$ cat src/timer_clk_pkg.sv
// Shared constants and state type for the timer clock select and prescaler block
package timer_clk_pkg;

    // Bus and datapath widths
    localparam int SFR_ADDR_W = 8;
    localparam int SFR_DATA_W = 8;
    localparam int CNT_W = 16;
    localparam int NUM_TIMERS = 6;
    localparam int NUM_ARL = 4;

    // Timer clock control register: address and reset value
    localparam logic [SFR_ADDR_W-1:0] CLK_CTRL_ADDR = 8'h8e;
    localparam logic [SFR_DATA_W-1:0] CLK_CTRL_RESET = 8'h00;

    // Field positions inside the timer clock control register
    localparam int POS_PRESCALE_LSB = 0;
    localparam int POS_PRESCALE_MSB = 1;
    localparam int POS_T0_CLK_SEL = 2;
    localparam int POS_T1_CLK_SEL = 3;
    localparam int POS_T2_LO_SEL = 4;
    localparam int POS_T2_HI_SEL = 5;
    localparam int POS_T3_LO_SEL = 6;
    localparam int POS_T3_HI_SEL = 7;

    // Shared prescale select codes
    localparam logic [1:0] PRE_DIV12 = 2'h0;
    localparam logic [1:0] PRE_DIV4 = 2'h1;
    localparam logic [1:0] PRE_DIV48 = 2'h2;
    localparam logic [1:0] PRE_EXT8 = 2'h3;

    // Divider terminal counts: 12 = mod-12 counter, 4 = low two bits, 48 = 12 x 4
    localparam logic [3:0] DIV12_LAST = 4'hb;
    localparam logic [1:0] DIV4_LAST = 2'h3;
    localparam logic [1:0] DIV48_QUAD_LAST = 2'h3;
    localparam logic [2:0] EXT_DIV8_LAST = 3'h7;

    // Legacy timer modes
    localparam logic [1:0] MODE_13BIT = 2'h0;
    localparam logic [1:0] MODE_16BIT = 2'h1;
    localparam logic [1:0] MODE_8RELOAD = 2'h2;
    localparam logic [1:0] MODE_SPLIT = 2'h3;

    // Count limits
    localparam logic [7:0] BYTE_MAX = 8'hff;
    localparam logic [CNT_W-1:0] WORD_MAX = 16'hffff;

    // Whole state of the block, registered in one process
    typedef struct packed {
        logic [SFR_DATA_W-1:0] ctrl;
        logic [SFR_DATA_W-1:0] rdata;
        logic [3:0] div_cnt;
        logic [1:0] div_quad;
        logic osc_s1;
        logic osc_s2;
        logic osc_prev;
        logic [2:0] osc_cnt;
        logic osc_tick;
        logic [1:0] pin_s1;
        logic [1:0] pin_s2;
        logic [1:0] pin_prev;
        logic [NUM_TIMERS-1:0][CNT_W-1:0] cnt;
        logic [NUM_TIMERS-1:0] ovf_lo;
        logic [NUM_TIMERS-1:0] ovf_hi;
    } state_t;

endpackage

$ cat src/timer_clock_select_prescaler.sv
// Clock selection, shared prescaler and six counter/timers on one system clock
`timescale 1ns/1ps
module timer_clock_select_prescaler (
    // Clock and reset
    input wire logic clk_sys,
    input wire logic rst_n,
    // Special function register port
    input wire logic [timer_clk_pkg::SFR_ADDR_W-1:0] sfr_addr,
    input wire logic sfr_wr,
    input wire logic sfr_rd,
    input wire logic [timer_clk_pkg::SFR_DATA_W-1:0] sfr_wdata,
    output logic [timer_clk_pkg::SFR_DATA_W-1:0] sfr_rdata,
    // External pins
    input wire logic timer_zero_count_input,
    input wire logic timer_one_count_input,
    input wire logic ext_osc_clk,
    // Legacy timer controls
    input wire logic timer_zero_counter_sel,
    input wire logic timer_one_counter_sel,
    input wire logic [1:0] timer_zero_mode,
    input wire logic [1:0] timer_one_mode,
    // Auto-reload timer controls
    input wire logic [timer_clk_pkg::NUM_ARL-1:0] split_mode,
    input wire logic timer_two_ext_clock_sel,
    input wire logic timer_three_ext_clock_sel,
    input wire logic timer_four_ext_clock_sel,
    input wire logic timer_five_ext_clock_sel,
    input wire logic [3:0] timer_four_five_byte_clock_sel,
    input wire logic [timer_clk_pkg::NUM_ARL-1:0][timer_clk_pkg::CNT_W-1:0] reload_value,
    // Run and load controls for all timers
    input wire logic [timer_clk_pkg::NUM_TIMERS-1:0] timer_run,
    input wire logic [timer_clk_pkg::NUM_TIMERS-1:0] timer_load,
    input wire logic [timer_clk_pkg::CNT_W-1:0] load_value,
    // Timer results
    output logic [timer_clk_pkg::NUM_TIMERS-1:0][timer_clk_pkg::CNT_W-1:0] count_value,
    output logic [timer_clk_pkg::NUM_TIMERS-1:0] overflow_low,
    output logic [timer_clk_pkg::NUM_TIMERS-1:0] overflow_high
);
    import timer_clk_pkg::*;

    state_t st_ff;
    state_t nxt_st;

    logic div4_tick;
    logic div12_tick;
    logic div48_tick;
    logic presc_tick;
    logic [1:0] pin_fall;
    logic [1:0] int_tick;
    logic [1:0] leg_tick;
    logic [1:0] leg_csel;
    logic [1:0][1:0] leg_mode;
    logic [NUM_ARL-1:0] arl_xsel;
    logic [NUM_ARL-1:0] arl_lo_msel;
    logic [NUM_ARL-1:0] arl_hi_msel;
    logic [NUM_ARL-1:0] arl_lo_tick;
    logic [NUM_ARL-1:0] arl_hi_tick;
    logic [1:0] t0_csel_bits;

    // Divider enables from one mod-12 counter and a quarter counter above it
    assign div4_tick = (st_ff.div_cnt[1:0] == DIV4_LAST);
    assign div12_tick = (st_ff.div_cnt == DIV12_LAST);
    assign div48_tick = div12_tick && (st_ff.div_quad == DIV48_QUAD_LAST);

    // Shared prescaler select
    always_comb begin
        case (st_ff.ctrl[POS_PRESCALE_MSB:POS_PRESCALE_LSB])
            PRE_DIV12: presc_tick = div12_tick;
            PRE_DIV4: presc_tick = div4_tick;
            PRE_DIV48: presc_tick = div48_tick;
            PRE_EXT8: presc_tick = st_ff.osc_tick;
            default: presc_tick = 1'b0;
        endcase
    end

    // Falling edges seen after the second synchroniser stage only
    assign pin_fall = st_ff.pin_prev & ~st_ff.pin_s2;

    // Legacy timer clock enables; the select bit is bypassed in counter mode
    assign t0_csel_bits = {st_ff.ctrl[POS_T1_CLK_SEL], st_ff.ctrl[POS_T0_CLK_SEL]};
    assign leg_csel = {timer_one_counter_sel, timer_zero_counter_sel};
    assign leg_mode = {timer_one_mode, timer_zero_mode};
    assign int_tick = t0_csel_bits | {presc_tick, presc_tick};
    assign leg_tick = (leg_csel & pin_fall) | (~leg_csel & int_tick);

    // Per auto-reload timer clock select vectors, timers 2 to 5 in order
    assign arl_xsel = {timer_five_ext_clock_sel, timer_four_ext_clock_sel,
                       timer_three_ext_clock_sel, timer_two_ext_clock_sel};
    assign arl_lo_msel = {timer_four_five_byte_clock_sel[2], timer_four_five_byte_clock_sel[0],
                          st_ff.ctrl[POS_T3_LO_SEL], st_ff.ctrl[POS_T2_LO_SEL]};
    assign arl_hi_msel = {timer_four_five_byte_clock_sel[3], timer_four_five_byte_clock_sel[1],
                          st_ff.ctrl[POS_T3_HI_SEL], st_ff.ctrl[POS_T2_HI_SEL]};

    // Low and high byte enables; the high byte only has its own clock when split
    for (genvar j = 0; j < NUM_ARL; j++) begin : g_arl_clk
        logic src_tick;
        assign src_tick = arl_xsel[j] ? st_ff.osc_tick : div12_tick;
        assign arl_lo_tick[j] = arl_lo_msel[j] | src_tick;
        assign arl_hi_tick[j] = split_mode[j] & (arl_hi_msel[j] | src_tick);
    end

    // Next-state logic for the whole block
    always_comb begin
        logic [13:0] sum13;
        logic [16:0] sum17;
        logic [8:0] sum8;
        sum13 = '0;
        sum17 = '0;
        sum8 = '0;
        nxt_st = st_ff;
        nxt_st.ovf_lo = '0;
        nxt_st.ovf_hi = '0;
        nxt_st.osc_tick = 1'b0;

        // Register decode; no page input, so the register answers on every page
        if (sfr_wr && (sfr_addr == CLK_CTRL_ADDR)) begin
            nxt_st.ctrl = sfr_wdata;
        end
        nxt_st.rdata = (sfr_rd && (sfr_addr == CLK_CTRL_ADDR)) ? st_ff.ctrl : '0;

        // Free-running mod-12 divider with quarter counter for divide by 48
        if (st_ff.div_cnt == DIV12_LAST) begin
            nxt_st.div_cnt = '0;
            nxt_st.div_quad = 2'(st_ff.div_quad + 2'h1);
        end else begin
            nxt_st.div_cnt = 4'(st_ff.div_cnt + 4'h1);
        end

        // External oscillator: synchronised, rising edges divided by eight
        nxt_st.osc_s1 = ext_osc_clk;
        nxt_st.osc_s2 = st_ff.osc_s1;
        nxt_st.osc_prev = st_ff.osc_s2;
        if (st_ff.osc_s2 && !st_ff.osc_prev) begin
            nxt_st.osc_cnt = 3'(st_ff.osc_cnt + 3'h1);
            nxt_st.osc_tick = (st_ff.osc_cnt == EXT_DIV8_LAST);
        end

        // Count inputs: two-flop synchroniser, then edge history; an input held
        // two clocks is always seen, which caps the event rate at a quarter clock
        nxt_st.pin_s1 = {timer_one_count_input, timer_zero_count_input};
        nxt_st.pin_s2 = st_ff.pin_s1;
        nxt_st.pin_prev = st_ff.pin_s2;

        // Legacy timers 0 and 1; a load wins over a count in the same cycle
        for (int k = 0; k < 2; k++) begin
            if (timer_load[k]) begin
                nxt_st.cnt[k] = load_value;
            end else if (timer_run[k] && leg_tick[k]) begin
                case (leg_mode[k])
                    MODE_13BIT: begin
                        sum13 = {1'b0, st_ff.cnt[k][15:8], st_ff.cnt[k][4:0]} + 14'h1;
                        nxt_st.cnt[k][4:0] = sum13[4:0];
                        nxt_st.cnt[k][15:8] = sum13[12:5];
                        nxt_st.ovf_hi[k] = sum13[13];
                    end
                    MODE_16BIT: begin
                        sum17 = {1'b0, st_ff.cnt[k]} + 17'h1;
                        nxt_st.cnt[k] = sum17[15:0];
                        nxt_st.ovf_hi[k] = sum17[16];
                    end
                    MODE_8RELOAD: begin
                        if (st_ff.cnt[k][7:0] == BYTE_MAX) begin
                            nxt_st.cnt[k][7:0] = st_ff.cnt[k][15:8];
                            nxt_st.ovf_hi[k] = 1'b1;
                        end else begin
                            nxt_st.cnt[k][7:0] = 8'(st_ff.cnt[k][7:0] + 8'h1);
                        end
                    end
                    MODE_SPLIT: begin
                        // Timer 1 simply holds in this mode
                        if (k == 0) begin
                            sum8 = {1'b0, st_ff.cnt[0][7:0]} + 9'h1;
                            nxt_st.cnt[0][7:0] = sum8[7:0];
                            nxt_st.ovf_lo[0] = sum8[8];
                        end
                    end
                    default: nxt_st.cnt[k] = st_ff.cnt[k];
                endcase
            end
        end

        // Split timer 0 high byte: internal clock only, started by timer 1's run bit
        if (!timer_load[0] && (timer_zero_mode == MODE_SPLIT) && timer_run[1] && int_tick[0]) begin
            sum8 = {1'b0, st_ff.cnt[0][15:8]} + 9'h1;
            nxt_st.cnt[0][15:8] = sum8[7:0];
            nxt_st.ovf_hi[0] = sum8[8];
        end

        // Auto-reload timers 2 to 5
        for (int j = 0; j < NUM_ARL; j++) begin
            if (timer_load[j+2]) begin
                nxt_st.cnt[j+2] = load_value;
            end else if (timer_run[j+2]) begin
                if (!split_mode[j]) begin
                    if (arl_lo_tick[j]) begin
                        if (st_ff.cnt[j+2] == WORD_MAX) begin
                            nxt_st.cnt[j+2] = reload_value[j];
                            nxt_st.ovf_hi[j+2] = 1'b1;
                        end else begin
                            nxt_st.cnt[j+2] = 16'(st_ff.cnt[j+2] + 16'h1);
                        end
                    end
                end else begin
                    if (arl_lo_tick[j]) begin
                        if (st_ff.cnt[j+2][7:0] == BYTE_MAX) begin
                            nxt_st.cnt[j+2][7:0] = reload_value[j][7:0];
                            nxt_st.ovf_lo[j+2] = 1'b1;
                        end else begin
                            nxt_st.cnt[j+2][7:0] = 8'(st_ff.cnt[j+2][7:0] + 8'h1);
                        end
                    end
                    if (arl_hi_tick[j]) begin
                        if (st_ff.cnt[j+2][15:8] == BYTE_MAX) begin
                            nxt_st.cnt[j+2][15:8] = reload_value[j][15:8];
                            nxt_st.ovf_hi[j+2] = 1'b1;
                        end else begin
                            nxt_st.cnt[j+2][15:8] = 8'(st_ff.cnt[j+2][15:8] + 8'h1);
                        end
                    end
                end
            end
        end
    end

    // State register; every field clears, control register to its reset value
    always_ff @(posedge clk_sys or negedge rst_n) begin
        if (!rst_n) begin
            st_ff <= '0;
            st_ff.ctrl <= CLK_CTRL_RESET;
        end else begin
            st_ff <= nxt_st;
        end
    end

    // Outputs straight from the state register
    assign sfr_rdata = st_ff.rdata;
    assign count_value = st_ff.cnt;
    assign overflow_low = st_ff.ovf_lo;
    assign overflow_high = st_ff.ovf_hi;
endmodule

$ cat config.mk
export PLATFORM = sky130hd
export DESIGN_NAME = timer_clock_select_prescaler
export DESIGN_NICKNAME = d
export VERILOG_FILES = /design/src/timer_clk_pkg.sv /design/src/timer_clock_select_prescaler.sv
export SDC_FILE = /design/constraint.sdc
export NUM_CORES = 1
export LEC_CHECK = 0
export BUFFER_PORTS_ARGS = -buffer_cell sky130_fd_sc_hd__buf_2
export CAP_MARGIN = 10
export CORE_AREA = 3 3 176 135
export CTS_CLUSTER_SIZE = 16
export DETAILED_ROUTE_END_ITERATION = 16
export DIE_AREA = 0 0 179 138
export PLACE_DENSITY = 0.77
export SLEW_MARGIN = 10
export SYNTH_ARGS = -nofsm -noshare
export SYNTH_HDL_FRONTEND = slang
export SYNTH_SLANG_ARGS = --single-unit
export TNS_END_PERCENT = 10
$ cat constraint.sdc
create_clock -name clk_sys -period 2.4 [get_ports clk_sys]
set_input_delay 0.12 -clock clk_sys [delete_from_list [all_inputs] [get_ports clk_sys]]
set_output_delay 0.12 -clock clk_sys [all_outputs]
set_load 0.02 [all_outputs]
Word-level counts from Yosys, hierarchy flattened

Cells that the tools add are included.

Bits in registers: 142
Output and inout port bits: 116
Logic and storage cells: 265

Add/sub/neg operators: 23
Equal/unequal tests: 31
Mux-type cells: 117
Bitwise logic cells: 19
Reductions and logical operators: 47

Operator list:

| cell                                                  | number |
|---|---|
| two-way mux 16 bit                                    | 24 |
| two-way mux 8 bit                                     | 20 |
| == test 8 bit, second input constant                  | 11 |
| adder 8 x 1 -> 8 bit, second input constant           | 10 |
| adder 16 x 1 -> 16 bit, second input constant         | 4 |
| == test 16 bit, second input constant                 | 4 |
| two-way mux 1 bit                                     | 63 |
| adder 16 x 1 -> 17 bit, second input constant         | 2 |
| one-hot mux 8 bit (2 select lines)                    | 2 |
| adder 13 x 1 -> 14 bit, second input constant         | 2 |
| nonzero test 3 bit                                    | 7 |
| one-hot mux 5 bit (4 select lines)                    | 1 |
| nonzero test 2 bit                                    | 10 |
| adder 8 x 1 -> 9 bit, second input constant           | 2 |
| AND reduction 2 bit                                   | 9 |
| one-hot mux 5 bit (3 select lines)                    | 1 |
| == test 2 bit, second input constant                  | 7 |
| inequality test 3 x 1 -> 1 bit, second input constant | 4 |
| AND reduction 3 bit                                   | 4 |
| nonzero test 4 bit                                    | 3 |
| logical AND 1 bit                                     | 9 |
| one-hot mux 3 bit (3 select lines)                    | 1 |
| OR 1 bit                                              | 8 |
| bitwise AND 2 bit                                     | 3 |
| 15 further kinds                                      | 26 |

Depth between registers and ports, before layout

Depth after elaboration: 10
Depth in mapped cells: 9
Depth with buffers taken out: 8

Least setup slack after synthesis

OpenSTA, ideal clock, no wires.

Path type: reg-to-reg
From: register st_ff[123] in the netlist's numbering
To: register st_ff (netlist bit count_value[16])
Library setup time: 125 ps
Arrival time: 1993 ps
Path slack: 282 ps
Cell stages (with the launch flop): 7
Path buffers: 0
Clock period less this slack: 2118 ps
Path through: dfrtp_1 -> ha_1 -> o21ai_1 -> a22oi_4 -> o311a_1 -> a21oi_2 -> mux2_2

Word-level cells in the longest chain between the ends: 9
Elaborated cells on any way between the ends: 10
Those cells by class: 2 x eq/ne; 1 x mux; 3 x bitwise; 4 x reduce/logical

RTL lines:

| what                                     | RTL line                            | RTL |
|---|---|---|
| start: declaration                       | timer_clock_select_prescaler.sv:41  | `state_t st_ff;` |
| start signal: assignment                 | timer_clock_select_prescaler.sv:231 | `st_ff <= nxt_st;` |
| == test 4 bit                            | timer_clock_select_prescaler.sv:62  | `assign div12_tick = (st_ff.div_cnt == DIV12_LAST);` |
| logical AND 1 bit                        | timer_clock_select_prescaler.sv:63  | `assign div48_tick = div12_tick && (st_ff.div_quad == DIV48_QUAD_LAST);` |
| one-hot mux 1 bit (4 select lines) (*)   | timer_clock_select_prescaler.sv:67  | `case (st_ff.ctrl[POS_PRESCALE_MSB:POS_PRESCALE_LSB])` |
| OR 2 bit (*)                             | timer_clock_select_prescaler.sv:83  | `assign int_tick = t0_csel_bits \| {presc_tick, presc_tick};` |
| bitwise AND 2 bit (*)                    | timer_clock_select_prescaler.sv:84  | `assign leg_tick = (leg_csel & pin_fall) \| (~leg_csel & int_tick);` |
| OR 2 bit (*)                             | timer_clock_select_prescaler.sv:84  |  |
| logical AND 1 bit (*)                    | timer_clock_select_prescaler.sv:148 | `end else if (timer_run[k] && leg_tick[k]) begin` |
| nonzero test 2 bit (no source line) (*)  | -                                   |  |
| AND reduction 2 bit (no source line) (*) | -                                   |  |

Every way passes the cells marked *; elsewhere a longest branch is shown, timed or not.
A chain may end at the register's enable or synchronous reset.

Worst setup path in the final report

From: register st_ff (netlist bit count_value[56])
To: register st_ff (netlist bit count_value[61])

Word-level cells in the longest chain between the ends: 6
Elaborated cells on any way between the ends: 11
Those cells by class: 2 x add/sub; 2 x eq/ne; 7 x mux

RTL lines:

| what                                                           | RTL line                                                                 | RTL |
|---|---|---|
| adder 16 x 1 -> 16 bit (tied with other cells)                 | timer_clock_select_prescaler.sv:200                                      | `nxt_st.cnt[j+2] = 16'(st_ff.cnt[j+2] + 16'h1);` |
| two-way mux 16 bit / two-way mux 8 bit (equally long branches) | timer_clock_select_prescaler.sv:196, timer_clock_select_prescaler.sv:213 |  |
| two-way mux 16 bit / two-way mux 8 bit (equally long branches) | timer_clock_select_prescaler.sv:195, timer_clock_select_prescaler.sv:212 |  |
| two-way mux 16 bit (*)                                         | timer_clock_select_prescaler.sv:194                                      | `if (!split_mode[j]) begin` |
| two-way mux 16 bit (*)                                         | timer_clock_select_prescaler.sv:193                                      | `end else if (timer_run[j+2]) begin` |
| two-way mux 16 bit (*)                                         | timer_clock_select_prescaler.sv:191                                      | `if (timer_load[j+2]) begin` |

Every way passes the cells marked *; elsewhere a longest branch is shown, timed or not. The select of a mux whose other input is x is not followed.

==> run summary <==
root buf cell -> clkbuf_16
1st-iter DRT viols -> 1279
CTS tree -> done
critical path's slowest cell -> dfrtp_1
Setup CP Type -> flop to flop
CP Buf/Inv Count -> 0
Final ANT Viol Nets -> 0
Clock Pin Slew Worst Setup and Hold Paths -> 0.06 ns
Synth Cell Area -> 10300 sq um
Hold Path Stages -> 3
most frequent cells in the layout -> buf_2 (246), nand2_1 (151), dfrtp_1 (142)
Rows -> 47
sw frac -> 33.7%
growth of design area from synthesis to finish -> 16.1%
startpoint types -> flop
Worst R2R Path Depth -> 7
CP arrival -> 2.58 ns
Tmin final -> 2.28 ns
GRT Overall Usage -> 27.1%
element type at the critical path end -> flop
f_max -> 439 MHz
Post-synth EDFFs -> 0
Core Box Area -> 22100 sq um
1st-pass router iterations -> 6
P per Cell Area -> 611 nW/um^2
number of max-cap violations -> 0
Setup-failing EPs final -> 0
final period utilization -> 94.8%
Reg2Reg Capture Point -> count_value[61]
VDD IR max -> 450 uV
power after layout -> 7.33 mW
IO Count -> 249
first-pass GRT wire length -> 52600 um
Clk pwr share -> 35.6%
Leak Pwr -> 5.49 nW
total congestion overflow -> 0
synth unique cells -> 74
min-delay src -> reload_value[2]
DRC Markers -> 0
H-tree lvl count -> 4
Fillers -> 2057
reg2reg start -> count_value[56]
r2r setup slk -> 0.12 ns
Hold Fails Final Rpt -> 0
Flop pwr share -> 40.3%
crit path max fanout -> 7
Inserted Clock Buffers -> 17
Critical Path, Cell by Cell -> ha_1 -> and2_0 -> and3_1 -> and2_1 -> mux2i_1 -> nor2_1 -> o31a_1
initial cell density of the core -> 46.9%
P_sw -> 2.47 mW
routability cong. -> 0.983
Syn Area/Cell -> 8.40 sq um
Required @ worst endpoint -> 2.70 ns
Min-Delay Path Class -> input port to flop
ys async rst share -> 100%
flops & latches, synth -> 142
Slew Limit Headroom -> 57.8%
post-CTS setup buffer count -> 0
syn_nets -> 1387
drt via density -> 6.02
synth warn -> 0
layout cells sized above 1 -> 26.3%
die area -> 24700 sq um
ys flop type -> dfrtp_1
commonest non-fill, non-tap cell in the layout -> buf_2
Slew Limit Fails -> 0
clk sinks -> 142
Max Root-Sink Buffers -> 2
internal power -> 4.86 mW
total number of vias -> 10200
initial antenna violation count -> 1
cell family with most CP delay -> simple AND/OR/NAND/NOR gates
Synth Instances -> 1231
outcome -> finished, final reports clean
post-layout net count -> 1549
Die W -> 179 um
worst skew pair latency -> 0.42 ns
pin count of the biggest net entering global routing -> 53
Routed WL -> 34400 um
Worst Max-Slew Pin Slew -> 0.617 ns
RSZ-0062 raised after global routing -> yes
Setup TNS -> 0 ns
register area share after synthesis -> 34.4%
Hold Path Sink -> count_value[34]
PortBufs -> 247
die height -> 138 um
Comb pwr share -> 24.1%
max incr delay on CP -> 0.43 ns
hpwl dp -> 25500 um
Worst Skew -> 0.00910 ns
WL per Instance -> 20.3 um
diode count -> 0
vias in the first global route -> 9218
## routing by layer
metal  track usage, %  share of wire, %
met4             7.87               2.8
met3             7.70                12
met2             39.1                42
met5                0             0.038
met1             39.5                44
## final cells by class
cell class | count | area [sq um] | share of cell area, %
multi-input cells | 890 | 5620 | 46.8
flip-flops and latches | 142 | 3550 | 29.6
clock inverters | 12 | 120 | 1.00
repair buffers | 310 | 1770 | 14.8
inverters | 32 | 120 | 1.00
clock buffers | 20 | 447 | 3.72
well taps | 294 | 368 | 3.07
## registers in the layout, indices dropped and copies added (netlist names)
register,count
count_value,96
st_ff,17
sfr_rdata,8
nxt_st,6
overflow_high,6
overflow_low,5
arl_hi_msel,2
arl_lo_msel,2
## worst max path at each step
stage / depth (start not counted) / endpoint / from
finish: 7 / count_value[61] / count_value[56]
global route: 7 / count_value[61] / count_value[56]
CTS: 8 / count_value[14] / st_ff[123]
detailed placement: 8 / count_value[14] / st_ff[123]
global placement: 7 / count_value[61] / count_value[56]
floorplan: 6 / count_value[16] / st_ff[123]
## kinds of logic after synthesis
| family | synth area share, % |
|---|---|
| simple gates | 21.0 |
| compound gates | 22.0 |
| buf+inv | 11.5 |
| flops | 34.4 |
| mux | 4.94 |
| xor+xnor | 3.30 |
| fa+ha+maj | 2.78 |
| other cells | 0.0363 |
## worst reg2reg max path, delay by kind of cell (launching register included)
kind	cells	cell delay [ns]
AND/OR/NAND/NOR	4	1.00
flip-flops	1	0.43
AO/OA/AOI/OAI	1	0.30
multiplexers	1	0.23
adder cells (fa/ha/maj)	1	0.21
## power by group through the flow
| stage | Clock (mW) | Sequential (mW) | Combinational (mW) |
|---|---|---|---|
| floorplan | 0 | 2.88 | 1.31 |
| global placement | 0 | 2.98 | 1.70 |
| detailed placement | 0 | 2.98 | 1.72 |
| CTS | 2.64 | 2.95 | 1.76 |
| finish | 2.61 | 2.96 | 1.77 |
| global route | 2.75 | 3.00 | 1.94 |
## timing repair
action | CTS | global route
hold endpoints to repair | 66 | 0
gates resized for setup | 0 | 6
endpoints found under the setup margin | 0 | 6
hold buffers | 18 | 0
## per-stage QoR
stage               area (sq um)  worst slack (ns)  utilization (%)  instances  hold slack, ns
floorplan                  10300             0.282                -       1231          -0.176
CTS                        12000             0.102             54.3       1700          0.0195
global route               12000          -0.00533             54.4       1700          0.0491
detailed placement         11200             0.134             51.0       1650           0.112
finish                     12000             0.125             54.4       1700          0.0356
global placement           11200             0.242             51.0       1650          0.0999
## Yosys cell counts, types with 12 or more instances
library cell    n  share of area (%)
and4_1         13                1.1
and3_1         36                2.2
nor2_1         78                2.8
mux2i_1        24                2.3
a21o_1         16                1.2
a21oi_1        73                3.5
clkbuf_1       42                1.5
o211ai_1       15                1.1
nor3_1         25                1.2
nand4_1        20                1.2
dfrtp_1       142                 34
nand2_1       151                5.5
xor2_1         17                1.4
nand3_1        44                2.1
a211oi_1       15                1.1
buf_4         116                8.4
mux2_2         24                2.6
xnor2_1        22                1.9
inv_1          31                1.1
o21ai_0        78                3.8
ha_1           23                2.8
and2_1         12               0.73
o31ai_1        27                2.0
Power figures use the tool's default switching activity.
